## src/verilog/mode_port_defines.vh

```
`ifndef MODE_PORT_DEFINES_VH
`define MODE_PORT_DEFINES_VH

`define ADDR_W            5
`define DATA_W            8
`define REG_COUNT         32
`define CMD_RW_BIT        7
`define CMD_LEN_HI_BIT    6
`define CMD_LEN_LO_BIT    5
`define CMD_ADDR_MSB      4
`define CMD_BITS          4'h8
`define BIT_CNT_LAST      3'h7
`define CLK_PERIOD_NS     10
`define STANDBY_HOLD_NS   1000
`define SERIAL_WINDOW_NS  2000

`define LEN_CODE_ONE    2'h0
`define LEN_CODE_TWO    2'h1
`define LEN_CODE_FOUR   2'h2
`define BYTES_ONE       4'h1
`define BYTES_TWO       4'h2
`define BYTES_FOUR      4'h4
`define BYTES_EIGHT     4'h8

`endif

```

## src/verilog/pin_sync.v

```verilog
`timescale 1ns/10ps
// two-stage synchroniser; the first stage feeds only the second
module pin_sync
#(
  // idle level of the pin, so leaving reset shows no false edge
  parameter RESET_LEVEL = 1'b1
)
(
  input  wire clk,
  input  wire rst,
  input  wire pin_in,
  output reg  pin_out
);
  reg meta;

  always @(posedge clk or posedge rst)
  begin
    if (rst)
    begin
      meta    <= RESET_LEVEL;
      pin_out <= RESET_LEVEL;
    end
    else
    begin
      meta    <= pin_in;
      pin_out <= meta;
    end
  end
endmodule

```

## src/verilog/reg_space.v

```verilog
`timescale 1ns/10ps
`include "mode_port_defines.vh"
// register space of the serial port; contents are meaning-free here
module reg_space
#(
  parameter AW = `ADDR_W,
  parameter DW = `DATA_W,
  parameter N  = `REG_COUNT
)
(
  input  wire          clk,
  input  wire          rst,
  input  wire          wr_en,
  input  wire [AW-1:0] wr_addr,
  input  wire [DW-1:0] wr_data,
  input  wire [AW-1:0] rd_addr,
  output wire [DW-1:0] rd_data
);
  reg [DW-1:0] mem [0:N-1];
  integer i;

  always @(posedge clk or posedge rst)
  begin
    if (rst)
    begin
      for (i = 0; i < N; i = i + 1)
        mem[i] <= {DW{1'b0}};
    end
    else if (wr_en)
      mem[wr_addr] <= wr_data;
  end

  assign rd_data = mem[rd_addr];
endmodule

```

## src/verilog/shared_pin_mode_and_serial_port.v

```verilog
`timescale 1ns/10ps
`include "mode_port_defines.vh"
module shared_pin_mode_and_serial_port
#(
  parameter STANDBY_HOLD_NS  = `STANDBY_HOLD_NS,
  parameter SERIAL_WINDOW_NS = `SERIAL_WINDOW_NS
)
(
  input  wire clk,
  input  wire rst,
  input  wire mode_clk_pin,
  input  wire tx_pin_in,
  output reg  tx_pin_out,
  output reg  tx_pin_oe,
  output reg  lin_tx,
  output reg  standby,
  output reg  serial_mode,
  output reg  busy
);
  // hold rounds up so standby never comes early; the window rounds down
  localparam HOLD_CYC = (STANDBY_HOLD_NS + `CLK_PERIOD_NS - 1)
                        / `CLK_PERIOD_NS;
  localparam WIN_CYC  = SERIAL_WINDOW_NS / `CLK_PERIOD_NS;
  localparam CW = 16;
  localparam [CW-1:0] HOLD_CNT = HOLD_CYC[CW-1:0];
  localparam [CW-1:0] WIN_CNT  = (WIN_CYC < 1) ? 16'h0001
                                                : WIN_CYC[CW-1:0];

  // binary state codes
  localparam [2:0] ST_NORMAL  = 3'h0;
  localparam [2:0] ST_WAIT    = 3'h1;
  localparam [2:0] ST_STANDBY = 3'h2;
  localparam [2:0] ST_CMD     = 3'h3;
  localparam [2:0] ST_WDATA   = 3'h4;
  localparam [2:0] ST_RDATA   = 3'h5;

  wire en_s;
  wire tx_s;
  reg  en_d;
  reg  tx_d;
  reg  [2:0]          state;
  reg  [CW-1:0]       timer;
  reg  [3:0]          bit_cnt;
  reg  [7:0]          shreg;
  reg  [`ADDR_W-1:0]  addr;
  reg  [3:0]          bytes_left;
  reg                 is_read;
  reg                 wr_en;
  reg  [`DATA_W-1:0]  wr_data;
  reg  [`ADDR_W-1:0]  wr_addr;
  wire [`DATA_W-1:0]  rd_data;
  wire en_rise = en_s & ~en_d;
  wire en_fall = ~en_s & en_d;
  wire tx_fall = ~tx_s & tx_d;
  wire [`DATA_W-1:0]  next_shreg = {shreg[`DATA_W-2:0], tx_s};
  // command fields as they stand once the eighth bit is in
  wire                cmd_rw     = next_shreg[`CMD_RW_BIT];
  wire [1:0]          cmd_len    = {next_shreg[`CMD_LEN_HI_BIT],
                                    next_shreg[`CMD_LEN_LO_BIT]};
  wire [`ADDR_W-1:0]  cmd_addr   = next_shreg[`CMD_ADDR_MSB:0];
  wire                byte_done  = (bit_cnt == {1'b0, `BIT_CNT_LAST});
  wire                last_byte  = (bytes_left == `BYTES_ONE);
  wire                in_window  = (timer < WIN_CNT);
  wire                hold_done  = (timer >= HOLD_CNT - 16'h0001);
  wire [CW-1:0]       next_timer = timer + 16'h0001;
  // five-bit sum, so the address wraps instead of spilling over
  wire [`ADDR_W-1:0]  next_addr  = addr + 5'h01;

  pin_sync #(.RESET_LEVEL(1'b1)) u_sync_en
  (
    .clk     (clk),
    .rst     (rst),
    .pin_in  (mode_clk_pin),
    .pin_out (en_s)
  );

  pin_sync #(.RESET_LEVEL(1'b1)) u_sync_tx
  (
    .clk     (clk),
    .rst     (rst),
    .pin_in  (tx_pin_in),
    .pin_out (tx_s)
  );

  // combinational read port, so a byte is ready at its first rising edge
  reg_space u_regs
  (
    .clk     (clk),
    .rst     (rst),
    .wr_en   (wr_en),
    .wr_addr (wr_addr),
    .wr_data (wr_data),
    .rd_addr (addr),
    .rd_data (rd_data)
  );

  // length code to byte count
  function [3:0] len_bytes;
    input [1:0] code;
    begin
      case (code)
        `LEN_CODE_ONE:  len_bytes = `BYTES_ONE;
        `LEN_CODE_TWO:  len_bytes = `BYTES_TWO;
        `LEN_CODE_FOUR: len_bytes = `BYTES_FOUR;
        default:        len_bytes = `BYTES_EIGHT;
      endcase
    end
  endfunction

  // edge detectors start at the idle high level, so reset shows no edge
  always @(posedge clk or posedge rst)
  begin
    if (rst)
    begin
      en_d <= 1'b1;
      tx_d <= 1'b1;
    end
    else
    begin
      en_d <= en_s;
      tx_d <= tx_s;
    end
  end

  always @(posedge clk or posedge rst)
  begin
    if (rst)
    begin
      state       <= ST_NORMAL;
      timer       <= {CW{1'b0}};
      bit_cnt     <= 4'h0;
      shreg       <= 8'h00;
      addr        <= {`ADDR_W{1'b0}};
      bytes_left  <= 4'h0;
      is_read     <= 1'b0;
      wr_en       <= 1'b0;
      wr_data     <= 8'h00;
      wr_addr     <= {`ADDR_W{1'b0}};
      tx_pin_out  <= 1'b1;
      tx_pin_oe   <= 1'b0;
      lin_tx      <= 1'b1;
      standby     <= 1'b0;
      serial_mode <= 1'b0;
      busy        <= 1'b0;
    end
    else
    begin
      wr_en <= 1'b0;
      case (state)
        ST_NORMAL:
        begin
          lin_tx <= tx_s;
          // with the pin high nothing here ever fires
          if (en_fall)
          begin
            timer <= {CW{1'b0}};
            state <= ST_WAIT;
          end
        end
        ST_WAIT:
        begin
          // lin path stays open until the decision is made
          lin_tx <= tx_s;
          timer  <= next_timer;
          // hold is shorter than the window, so a late fall finds standby
          if (en_s)
            state <= ST_NORMAL;
          // the fall cycle overrides lin_tx, so the bus never sees it
          else if (tx_fall && in_window)
          begin
            state       <= ST_CMD;
            serial_mode <= 1'b1;
            busy        <= 1'b1;
            lin_tx      <= 1'b1;
            bit_cnt     <= 4'h0;
          end
          // a pin low without a fall in the window is lin traffic
          else if (!tx_s)
            state <= ST_NORMAL;
          else if (hold_done)
          begin
            state   <= ST_STANDBY;
            standby <= 1'b1;
            lin_tx  <= 1'b1;
          end
        end
        ST_STANDBY:
        begin
          // only a rising mode pin wakes; no timeout leaves this state
          if (en_rise)
          begin
            standby <= 1'b0;
            state   <= ST_NORMAL;
          end
        end
        ST_CMD:
        begin
          // sample on serial clock falling edge
          if (en_fall)
          begin
            shreg   <= next_shreg;
            bit_cnt <= bit_cnt + 4'h1;
            // the byte is whole only at this edge, so fields use next_shreg
            if (byte_done)
            begin
              bit_cnt    <= 4'h0;
              is_read    <= cmd_rw;
              bytes_left <= len_bytes(cmd_len);
              addr       <= cmd_addr;
              state      <= cmd_rw ? ST_RDATA : ST_WDATA;
            end
          end
        end
        ST_WDATA:
        begin
          if (en_fall)
          begin
            shreg   <= next_shreg;
            bit_cnt <= bit_cnt + 4'h1;
            if (byte_done)
            begin
              bit_cnt    <= 4'h0;
              wr_en      <= 1'b1;
              wr_data    <= next_shreg;
              wr_addr    <= addr;
              addr       <= next_addr;
              bytes_left <= bytes_left - 4'h1;
              if (last_byte)
              begin
                state       <= ST_NORMAL;
                serial_mode <= 1'b0;
                busy        <= 1'b0;
              end
            end
          end
        end
        ST_RDATA:
        begin
          // drive on rising edge; load byte at its first bit
          if (en_rise)
          begin
            tx_pin_oe <= is_read;
            if (bit_cnt == 4'h0)
            begin
              tx_pin_out <= rd_data[`DATA_W-1];
              shreg      <= {rd_data[`DATA_W-2:0], 1'b0};
            end
            else
            begin
              tx_pin_out <= shreg[`DATA_W-1];
              shreg      <= {shreg[`DATA_W-2:0], 1'b0};
            end
          end
          // tx_pin_out keeps its last bit after release; the pull-up rules
          if (en_fall)
          begin
            bit_cnt <= bit_cnt + 4'h1;
            if (byte_done)
            begin
              bit_cnt    <= 4'h0;
              addr       <= next_addr;
              bytes_left <= bytes_left - 4'h1;
              if (last_byte)
              begin
                state       <= ST_NORMAL;
                serial_mode <= 1'b0;
                busy        <= 1'b0;
                tx_pin_oe   <= 1'b0;
              end
            end
          end
        end
        default:
          state <= ST_NORMAL;
      endcase
    end
  end
  // no path starts a frame on its own; every step waits on pin edges
  // limitation: a frame cut short is only left through rst
endmodule

```

## config.mk

```make
export PLATFORM = sky130hd
export DESIGN_NAME = shared_pin_mode_and_serial_port
export DESIGN_NICKNAME = d
export VERILOG_FILES = /design/src/verilog/pin_sync.v /design/src/verilog/reg_space.v /design/src/verilog/shared_pin_mode_and_serial_port.v
export VERILOG_INCLUDE_DIRS = /design/src /design/src/verilog
export SDC_FILE = /design/constraint.sdc
export NUM_CORES = 1
export LEC_CHECK = 0
export CAP_MARGIN = 10
export CORE_UTILIZATION = 55
export DETAILED_ROUTE_END_ITERATION = 8
export DONT_BUFFER_PORTS = 1
export PLACE_DENSITY = 0.71
export SYNTH_ARGS = -nofsm -noshare
export SYNTH_HDL_FRONTEND = slang
export SYNTH_SLANG_ARGS = --single-unit
```

## constraint.sdc

```tcl
create_clock -name clk -period 24 [get_ports clk]
set_input_delay 2.4 -clock clk [delete_from_list [all_inputs] [get_ports clk]]
set_output_delay 2.4 -clock clk [all_outputs]
set_load 0.03 [all_outputs]
```

==> run summary, run 1 <==
outcome = finished, final reports clean
Clock Path Buffers = 3
Synthesis Warnings = 0
startpoint types = input pin
Die ar. = 28200 sq um
Post-CTS Resized = 0
post-synth top area cell = dfrtp_1
max cap viols = 0
non-filler cells, final = 1427
die height = 168 um
unrepaired setup endpoints after global routing = false
Peak VDD IR = 0.0511 mV
starting density of the core = 56.1%
routed len/inst = 22.8 um
Mapped Cells = 1085
Synthesized Nets = 1095
Multi-input gate area = 6690 sq um
worst path arrival time = 4.77 ns
FF-to-FF setup slack = 20.85 ns
largest net degree at the start of global routing = 101
TritonCTS clock tree = yes
Num CTS Buffers = 36
Post-layout nets = 1071
CP endpoint kind = asynchronous set/reset pin
# diodes = 0
clk_skew = 0.0103 ns
register area = 8070 sq um
Min Hold Slack = 0.357 ns
first-pass GRT wire length = 53100 um
# setup viols final = 0
Core Area = 27000 sq um
Vias = 9001
Pins Over Slew Limit = 0
setup TNS = 0 ns
most frequent cells in the layout = dfrtp_1 (311), mux2_2 (273), mux4_2 (58)
Hold Path End = u_sync_tx.pin_out$_DFF_PP1_
Post-synth ARST share = 100%
Most used DFF post-synth = dfrtp_1
Max H-tree Level = 2
Final Hold Viols = 0
LEAKAGE = 7.70 nW
worst r2r dst = shreg[5]$_DFFE_PP0P_
site row count = 60
post-DP HPWL = 19900 um
postcts setup bufs = 0
Avg Cell Area, Syn = 14.0 sq um
via density per instance = 6.31
Worst Tran Pin Value = 1.22 ns
reg2reg path depth = 5
router iterations before antenna repair = 4
Yosys top cell area share = 51.8%
vias in the first global route = 9352
GRT Total Usage = 24.3%
register clock-pin slew on the reported worst setup and hold paths = 0.06 ns
Fill cells = 2043
die width = 168 um
#FFs+latches synth = 322
1st-iter DRT viols = 729
worst hold path class = flip-flop to flip-flop
clock root buffer = clkbuf_16
CTS Sinks = 322
crit share post-route = 17.9%
layout cells sized above 1 = 40.1%
initial antenna violation count = 0
clk_lat worst skew = 0.51 ns
CP max FO = 100
Slew Limit Headroom = 18.4%
commonest non-fill, non-tap cell in the layout = dfrtp_1
Crit path required time = 24.48 ns
Syn-to-layout area delta = 9.20%
WHS Path Cells = 0
post-synthesis sequential area ratio = 53.2%
Max Freq = 233 MHz
final wirelength = 32500 um
Post-Syn Area = 15200 sq um
port buffer count = 0
Pwr Density = 75.5 nW/um^2
gp weighted congestion = 0.856
Post-CTS Hold Fix Bufs = 0
# DRC = 0
Routed Antenna Nets = 0
path type of the worst setup path = input pin to asynchronous set/reset pin
post-synth cell types = 65
ranking of synthesized cells by area = dfrtp_1 (52%), mux2_2 (20%), mux4_2 (8.6%)
grt total ovfl = 0
Final Critical Period = 4.29 ns
worst reg2reg startpoint = addr[0]$_DFFE_PP0P_
Post-synth EDFFs = 0
DP Cell Count = 1362
I/O pin cnt = 10
hold_sp = u_sync_tx.meta$_DFF_PP1_
-- through the flow --
| stage | worst slack [ns] | util, % | power (mW) | cell area [sq um] |
|---|---|---|---|---|
| global placement | 19.06 | 56.7 | 0.708 | 15300 |
| CTS | 19.60 | 61.1 | 1.26 | 16500 |
| floorplan | 12.70 | - | 0.685 | 15200 |
| global route | 19.25 | 61.3 | 1.30 | 16600 |
| finish | 19.71 | 61.3 | 1.25 | 16600 |
| detailed placement | 19.05 | 56.7 | 0.711 | 15300 |
-- kinds of logic (layout without fill, tap and decap cells) --
group           count (synthesis)  after routing  share of synthesized area [%]
buf+inv                        90             91                           2.75
simple gates                  190            190                           6.69
mux                           362            362                           31.8
compound gates                114            114                           4.99
fa+ha+maj                       6              6                          0.495
flops                         322            322                           53.2
xor+xnor                        1              1                         0.0577
-- registers in the layout, indices dropped and copies added, names as in the netlist --
| name | flops |
|---|---|
| u_sync_tx.pin_out | 1 |
| state | 3 |
| wr_en | 1 |
| wr_addr | 5 |
| en_d | 1 |
| u_sync_tx.meta | 1 |
| tx_d | 1 |
| shreg | 8 |
| wr_data | 8 |
| tx_pin_oe | 1 |
| u_sync_en.meta | 1 |
| addr | 5 |
| u_regs.mem | 256 |
| bytes_left | 4 |
| lin_tx | 1 |
| is_read | 1 |
| bit_cnt | 4 |
| busy | 1 |
| timer | 16 |
| standby | 1 |
| tx_pin_out | 1 |
| u_sync_en.pin_out | 1 |
-- worst max-delay path: stages --
cell and delay [ns]:
inv_8 0.44, buf_4 0.82, buf_4 0.90
-- routing by layer --
metal	wire, um	track usage [%]
met1	14700	34.3
met2	15700	39.5
met3	1370	3.76
met4	705	6.88
met5	0	0
-- synth_stat cells (5+ instances only) --
master and number:
nor3b_1 5, nand2b_1 10, inv_1 16, nor3_1 7, mux2i_1 19, nor2b_1 9, o22ai_1 12, nand3_1 19
mux4_1 7, nand2_1 50, a21oi_1 15, mux2_4 5, a211oi_1 9, nor4_1 5, and2_1 5, buf_4 8
nor2_1 32, o41ai_1 7, dfrtp_1 314, nand3b_1 8, a31oi_1 7, clkbuf_1 48, buf_2 14, a2111oi_0 5
mux4_2 58, o21ai_0 33, ha_1 6, mux2_2 273, dfstp_2 8, nor2_2 12
-- power breakdown --
group	switching (mW)	internal (mW)
clock	0.212	0.335
sequential	0.0287	0.558
combinational	0.0735	0.0419
-- worst max path at each step --
stage / startpoint / end / depth (start not counted)
finish: rst / u_regs.mem[77]$_DFFE_PP0P_ / 3
global route: rst / u_regs.mem[119]$_DFFE_PP0P_ / 3
CTS: rst / u_regs.mem[111]$_DFFE_PP0P_ / 3
detailed placement: rst / u_regs.mem[114]$_DFFE_PP0P_ / 3
floorplan: rst / addr[0]$_DFFE_PP0P_ / 1
global placement: rst / u_regs.mem[98]$_DFFE_PP0P_ / 3
-- cell type report --
type                            count  share of cell area, %
Sequential cell                   322                   48.7
Inverter                           16                  0.408
Timing Repair Buffer               12                  0.785
Multi-Input combinational cell    673                   40.4
Tap cell                          341                   2.58
Clock inverter                      5                  0.468
Clock buffer                       58                   6.67
Power figures use the tool's default switching activity.
==> inputs of run 2 (changes only) <==
--- a/config.mk
+++ b/config.mk
@@ -6,6 +6,7 @@
 export SDC_FILE = /design/constraint.sdc
 export NUM_CORES = 1
 export LEC_CHECK = 0
+export ABC_AREA = 1
 export CAP_MARGIN = 10
 export CORE_UTILIZATION = 55
 export DETAILED_ROUTE_END_ITERATION = 8
==> constraint.sdc (replaced) <==
create_clock -name clk -period 4.4 [get_ports clk]
set_input_delay 0.44 -clock clk [delete_from_list [all_inputs] [get_ports clk]]
set_output_delay 0.44 -clock clk [all_outputs]
set_load 0.03 [all_outputs]
==> run summary, run 2 <==
clock root buffer = clkbuf_16
Core Area = 27200 sq um
post-synth cell types = 38
Routed Antenna Nets = 0
gp weighted congestion = 0.887
Max Freq = 314 MHz
router iterations before antenna repair = 5
Post-synth ARST share = 100%
layout cells sized above 1 = 4.87%
first-pass GRT wire length = 66700 um
CP Cell Sequence = clkinv_1 -> nand2_1 -> a21oi_1 -> nor2_1 -> nand2_1 -> nand3_1 -> a21oi_1
ranking of synthesized cells by area = dfrtp_1 (51%), nand2_1 (17%), o21ai_0 (11%)
initial antenna violation count = 0
worst path buffer plus inverter count = 1
outcome = finished, final reports clean
commonest non-fill, non-tap cell in the layout = nand2_1
1st-iter DRT viols = 1348
Max H-tree Level = 2
Slew Limit Headroom = 20.8%
die width = 169 um
worst hold path class = flip-flop to flip-flop
max reg flops = 256
I/O pin cnt = 10
non-filler cells, final = 2345
Most used DFF post-synth = dfrtp_1
Multi-input gate area = 6160 sq um
path type of the worst setup path = flip-flop to flip-flop
CP top delay family = simple AND/OR/NAND/NOR gates
TritonCTS clock tree = yes
largest net degree at the start of global routing = 132
crit share post-route = 72.3%
Post-synth top cells = nand2_1 (696), o21ai_0 (336), dfrtp_1 (314)
# diodes = 0
CTS Sinks = 322
vias in the first global route = 12400
Most flops, register = u_regs.mem
startpoint types = flip-flop
most frequent cells in the layout = nand2_1 (696), o21ai_0 (336), dfrtp_1 (312)
clk_skew = 0.0130 ns
via density per instance = 5.58
# DRC = 0
LEAKAGE = 7.71 nW
register clock-pin slew on the reported worst setup and hold paths = 0.06 ns
Die ar. = 28700 sq um
CP max FO = 21
worst path arrival time = 3.59 ns
Min Hold Slack = 0.355 ns
register area = 8070 sq um
post-synth top area cell = dfrtp_1
unrepaired setup endpoints after global routing = false
count leader, synth = nand2_1
slowest CP cell = dfrtp_1
routed len/inst = 17.3 um
#FFs+latches synth = 322
Syn-to-layout area delta = 8.30%
Final Critical Period = 3.18 ns
crit-path max cell delay = 0.90 ns
Worst Tran Pin Value = 1.19 ns
site row count = 60
Yosys top cell area share = 51.0%
post-synthesis sequential area ratio = 52.4%
GRT Total Usage = 29.6%
Synthesis Warnings = 0
# setup viols final = 0
post-DP HPWL = 25300 um
Post-synth EDFFs = 0
clk_lat worst skew = 0.52 ns
die height = 169 um
Post-Syn Area = 15400 sq um
Clock Path Buffers = 3
Num CTS Buffers = 35
max cap viols = 0
Fill cells = 2483
Pins Over Slew Limit = 0
Post-layout nets = 1959
DP Cell Count = 2281
Pwr Density = 406 nW/um^2
Crit path required time = 4.81 ns
Peak VDD IR = 0.320 mV
port buffer count = 0
Vias = 13100
final wirelength = 40500 um
starting density of the core = 56.7%
Mapped Cells = 2011
Avg Cell Area, Syn = 7.66 sq um
Largest regs = u_regs.mem (256), timer (16)
CP endpoint kind = flip-flop
grt total ovfl = 0
Synthesized Nets = 2021
Final Hold Viols = 0
run 2: changes by cell type after synthesis, sizes merged, moves of 11 or more:
cell / previous run / this run
nand2: 50 / 696
clkbuf: 48 / 82
nor2: 44 / 115
nand3: 19 / 136
nand2b: 11 / 0
inv: 16 / 182
mux4: 65 / 0
mux2i: 19 / 1
mux2: 278 / 0
a21oi: 16 / 42
o21ai: 33 / 339
run 2: metrics by stage:
stage	TNS (ns)	util (%)	area (sq um)	worst slack [ns]	total power, mW
2_1_floorplan	-103.07	-	15400	-0.328	3.76
3_3_place_gp	0	57.2	15500	1.29	3.92
3_5_place_dp	0	57.2	15500	1.40	3.94
4_1_cts	0	61.4	16700	1.34	6.82
5_1_grt	0	61.4	16700	0.955	7.04
6_report	0	61.4	16700	1.22	6.78
run 2: cells by family after synthesis:
group | count (synthesis) | synth area share [%]
AO/OA/AOI/OAI | 401 | 13.4
flip-flops | 322 | 52.4
adder cells (fa/ha/maj) | 6 | 0.487
multiplexers | 1 | 0.0650
AND/OR/NAND/NOR | 974 | 25.8
XOR/XNOR | 4 | 0.227
buffers and inverters | 303 | 7.65
run 2: worst reg2reg max path, stage by stage, from the launching register on:
cell and delay, ns:
dfrtp_1 0.90, clkinv_1 0.83, nand2_1 0.69, a21oi_1 0.13
nor2_1 0.31, nand2_1 0.09, nand3_1 0.07, a21oi_1 0.06
run 2: repair_timing:
action	CTS	global route
gates resized for setup	0	0
setup buffers	0	0
endpoints found under the hold margin	19	0
hold buffers	3	0
run 2: layer usage:
metal / part of all wire [%] / GRT usage, % / vias to the layer above
met5: 0 / 0 / -
met1: 45 / 42.6 / 6297
met4: 3.1 / 10.7 / 0
met2: 46 / 46.2 / 428
met3: 5.9 / 4.01 / 85
li1: - / - / 6276
run 2: final timing paths:
kind                                          start                          end  slack, ns  depth (start not counted)
max                             addr[2]$_DFFE_PP0P_         shreg[1]$_DFFE_PP0P_       1.22                          7
min                        u_sync_en.meta$_DFF_PP1_  u_sync_en.pin_out$_DFF_PP1_       0.36                          0
max reg2reg                     addr[2]$_DFFE_PP0P_         shreg[1]$_DFFE_PP0P_       1.22                          7
min reg2reg                u_sync_en.meta$_DFF_PP1_  u_sync_en.pin_out$_DFF_PP1_       0.36                          0
max in group asynchronous                       rst          addr[0]$_DFFE_PP0P_       2.83                          3
min in group asynchronous                       rst   u_regs.mem[49]$_DFFE_PP0P_       0.45                          2
run 2: area by class of cell:
class,instances,share of cell area (%)
Clock buffer,54,6.35
Clock inverter,7,0.360
Inverter,187,4.24
Multi-Input combinational cell,1386,36.9
Sequential cell,322,48.4
Tap cell,372,2.79
Timing Repair Buffer,17,0.960
run 2: power breakdown:
| part | switching, mW | total (mW) | internal, mW |
|---|---|---|---|
| clock network | 1.18 | 2.89 | 1.71 |
| registers | 0.162 | 3.23 | 3.07 |
| logic | 0.468 | 0.661 | 0.193 |
==> inputs of run 3 (changes only) <==
==> constraint.sdc (replaced) <==
create_clock -name clk -period 3.11 [get_ports clk]
set_input_delay 0.311 -clock clk [delete_from_list [all_inputs] [get_ports clk]]
set_output_delay 0.311 -clock clk [all_outputs]
set_load 0.03 [all_outputs]
==> run summary, run 3 (synthesis results as in run 2) <==
initial antenna violation count = 0
CP endpoint kind = flip-flop
Core Area = 27200 sq um
Die ar. = 28700 sq um
post-placement setup slack = 1.02 ns
# diodes = 0
clk_lat worst skew = 0.53 ns
Pwr Density = 585 nW/um^2
Crit path required time = 3.53 ns
slowest CP cell = nor3_1
final wirelength = 41000 um
I/O pin cnt = 10
crit share post-route = 71.1%
worst hold path class = input pin to flip-flop
met2 WL = 18600 um
layout cells sized above 1 = 6.02%
1st-iter DRT viols = 1229
Final Critical Period = 2.21 ns
Routed Antenna Nets = 0
die height = 169 um
Metal-1 WL = 17900 um
clk_skew = 0.0139 ns
vias in the first global route = 12600
Vias = 13100
Clock Path Buffers = 3
Final WS setup = 0.898 ns
site row count = 60
Peak VDD IR = 0.458 mV
startpoint types = flip-flop
die width = 169 um
register clock-pin slew on the reported worst setup and hold paths = 0.06 ns
Most flops, register = u_regs.mem
Num CTS Buffers = 36
router iterations before antenna repair = 5
max cap viols = 0
Multi-input gate area = 6160 sq um
# DRC = 0
first-pass GRT wire length = 67300 um
CTS Sinks = 322
register area = 8070 sq um
starting density of the core = 56.7%
clock root buffer = clkbuf_16
path type of the worst setup path = flip-flop to flip-flop
routed len/inst = 17.3 um
post-DP HPWL = 26300 um
Pins Over Slew Limit = 0
Max Freq = 452 MHz
most frequent cells in the layout = nand2_1 (696), o21ai_0 (336), dfrtp_1 (312)
TritonCTS clock tree = yes
Worst Tran Pin Value = 0.999 ns
Post-layout nets = 1976
Slew Limit Headroom = 33.3%
via density per instance = 5.52
gp weighted congestion = 0.910
LEAKAGE = 7.86 nW
unrepaired setup endpoints after global routing = false
grt total ovfl = 0
Largest regs = u_regs.mem (256), timer (16)
CP Cell Sequence = inv_1 -> nor3_1 -> nand2_1 -> o21ai_0
port buffer count = 0
largest net degree at the start of global routing = 85
outcome = finished, final reports clean
Max H-tree Level = 2
commonest non-fill, non-tap cell in the layout = nand2_1
met3 wire len = 2990 um
GRT Total Usage = 30.0%
Final Hold Viols = 0
Fill cells = 2460
postcts setup bufs = 0
Syn-to-layout area delta = 10.2%
worst path arrival time = 2.63 ns
# setup viols final = 0
Core Util, Final = 62.4%
total power = 9.93 mW
DR top layer = met4
CP max FO = 16
max reg flops = 256
crit-path max cell delay = 0.60 ns
-- run 3: routing by layer --
metal | global-route usage (%) | vias to the layer above
met5 | 0 | -
met4 | 12.0 | 0
met3 | 5.99 | 86
met2 | 46.2 | 425
met1 | 41.7 | 6252
li1 | - | 6299
-- run 3: worst max-delay path, delay by kind of cell, from the launching register on --
| family | cells | cell delay [ns] |
|---|---|---|
| AO/OA/AOI/OAI | 1 | 0.33 |
| AND/OR/NAND/NOR | 2 | 1.16 |
| flip-flops | 1 | 0.43 |
| buffers and inverters | 1 | 0.18 |
-- run 3: area by class of cell --
cell class	count	share of cell area (%)
Multi-Input combinational cell	1386	36.3
Clock inverter	16	1.14
Tap cell	372	2.74
Timing Repair Buffer	33	2.02
Inverter	187	4.17
Clock buffer	49	6.08
Sequential cell	322	47.6
-- run 3: where the power goes --
group	switching, mW	internal (mW)
clock	1.74	2.66
sequential	0.226	4.34
combinational	0.664	0.295
total	2.63	7.30
-- run 3: worst paths after layout --
kind | slack [ns] | from | cells after the start | endpoint
worst max register to register | 0.90 | wr_addr[4]$_DFFE_PP0P_ | 4 | u_regs.mem[80]$_DFFE_PP0P_
worst min register to register | 0.36 | u_sync_tx.meta$_DFF_PP1_ | 0 | u_sync_tx.pin_out$_DFF_PP1_
max in group asynchronous | 1.81 | rst | 4 | u_regs.mem[155]$_DFFE_PP0P_
worst max-delay path | 0.90 | wr_addr[4]$_DFFE_PP0P_ | 4 | u_regs.mem[80]$_DFFE_PP0P_
min in group asynchronous | 0.38 | rst | 2 | wr_addr[2]$_DFFE_PP0P_
worst min-delay path | 0.32 | mode_clk_pin | 1 | u_sync_en.meta$_DFF_PP1_
-- run 3: per-stage QoR --
step / setup TNS (ns) / cell area (sq um) / hold WS, ns / instances
3_3_place_gp: 0 / 15700 / 0.302 / 2297
3_5_place_dp: 0 / 15700 / 0.315 / 2297
6_report: 0 / 17000 / 0.324 / 2365
4_1_cts: 0 / 17000 / 0.308 / 2365
2_1_floorplan: -470.26 / 15400 / 0.315 / 2011
5_1_grt: 0 / 17000 / 0.308 / 2365
-- run 3: timing repair --
item / CTS / global route
hold buffers: 3 / 0
endpoints found under the setup margin: 0 / 0
hold endpoints to repair: 20 / 0
gates resized for setup: 0 / 0
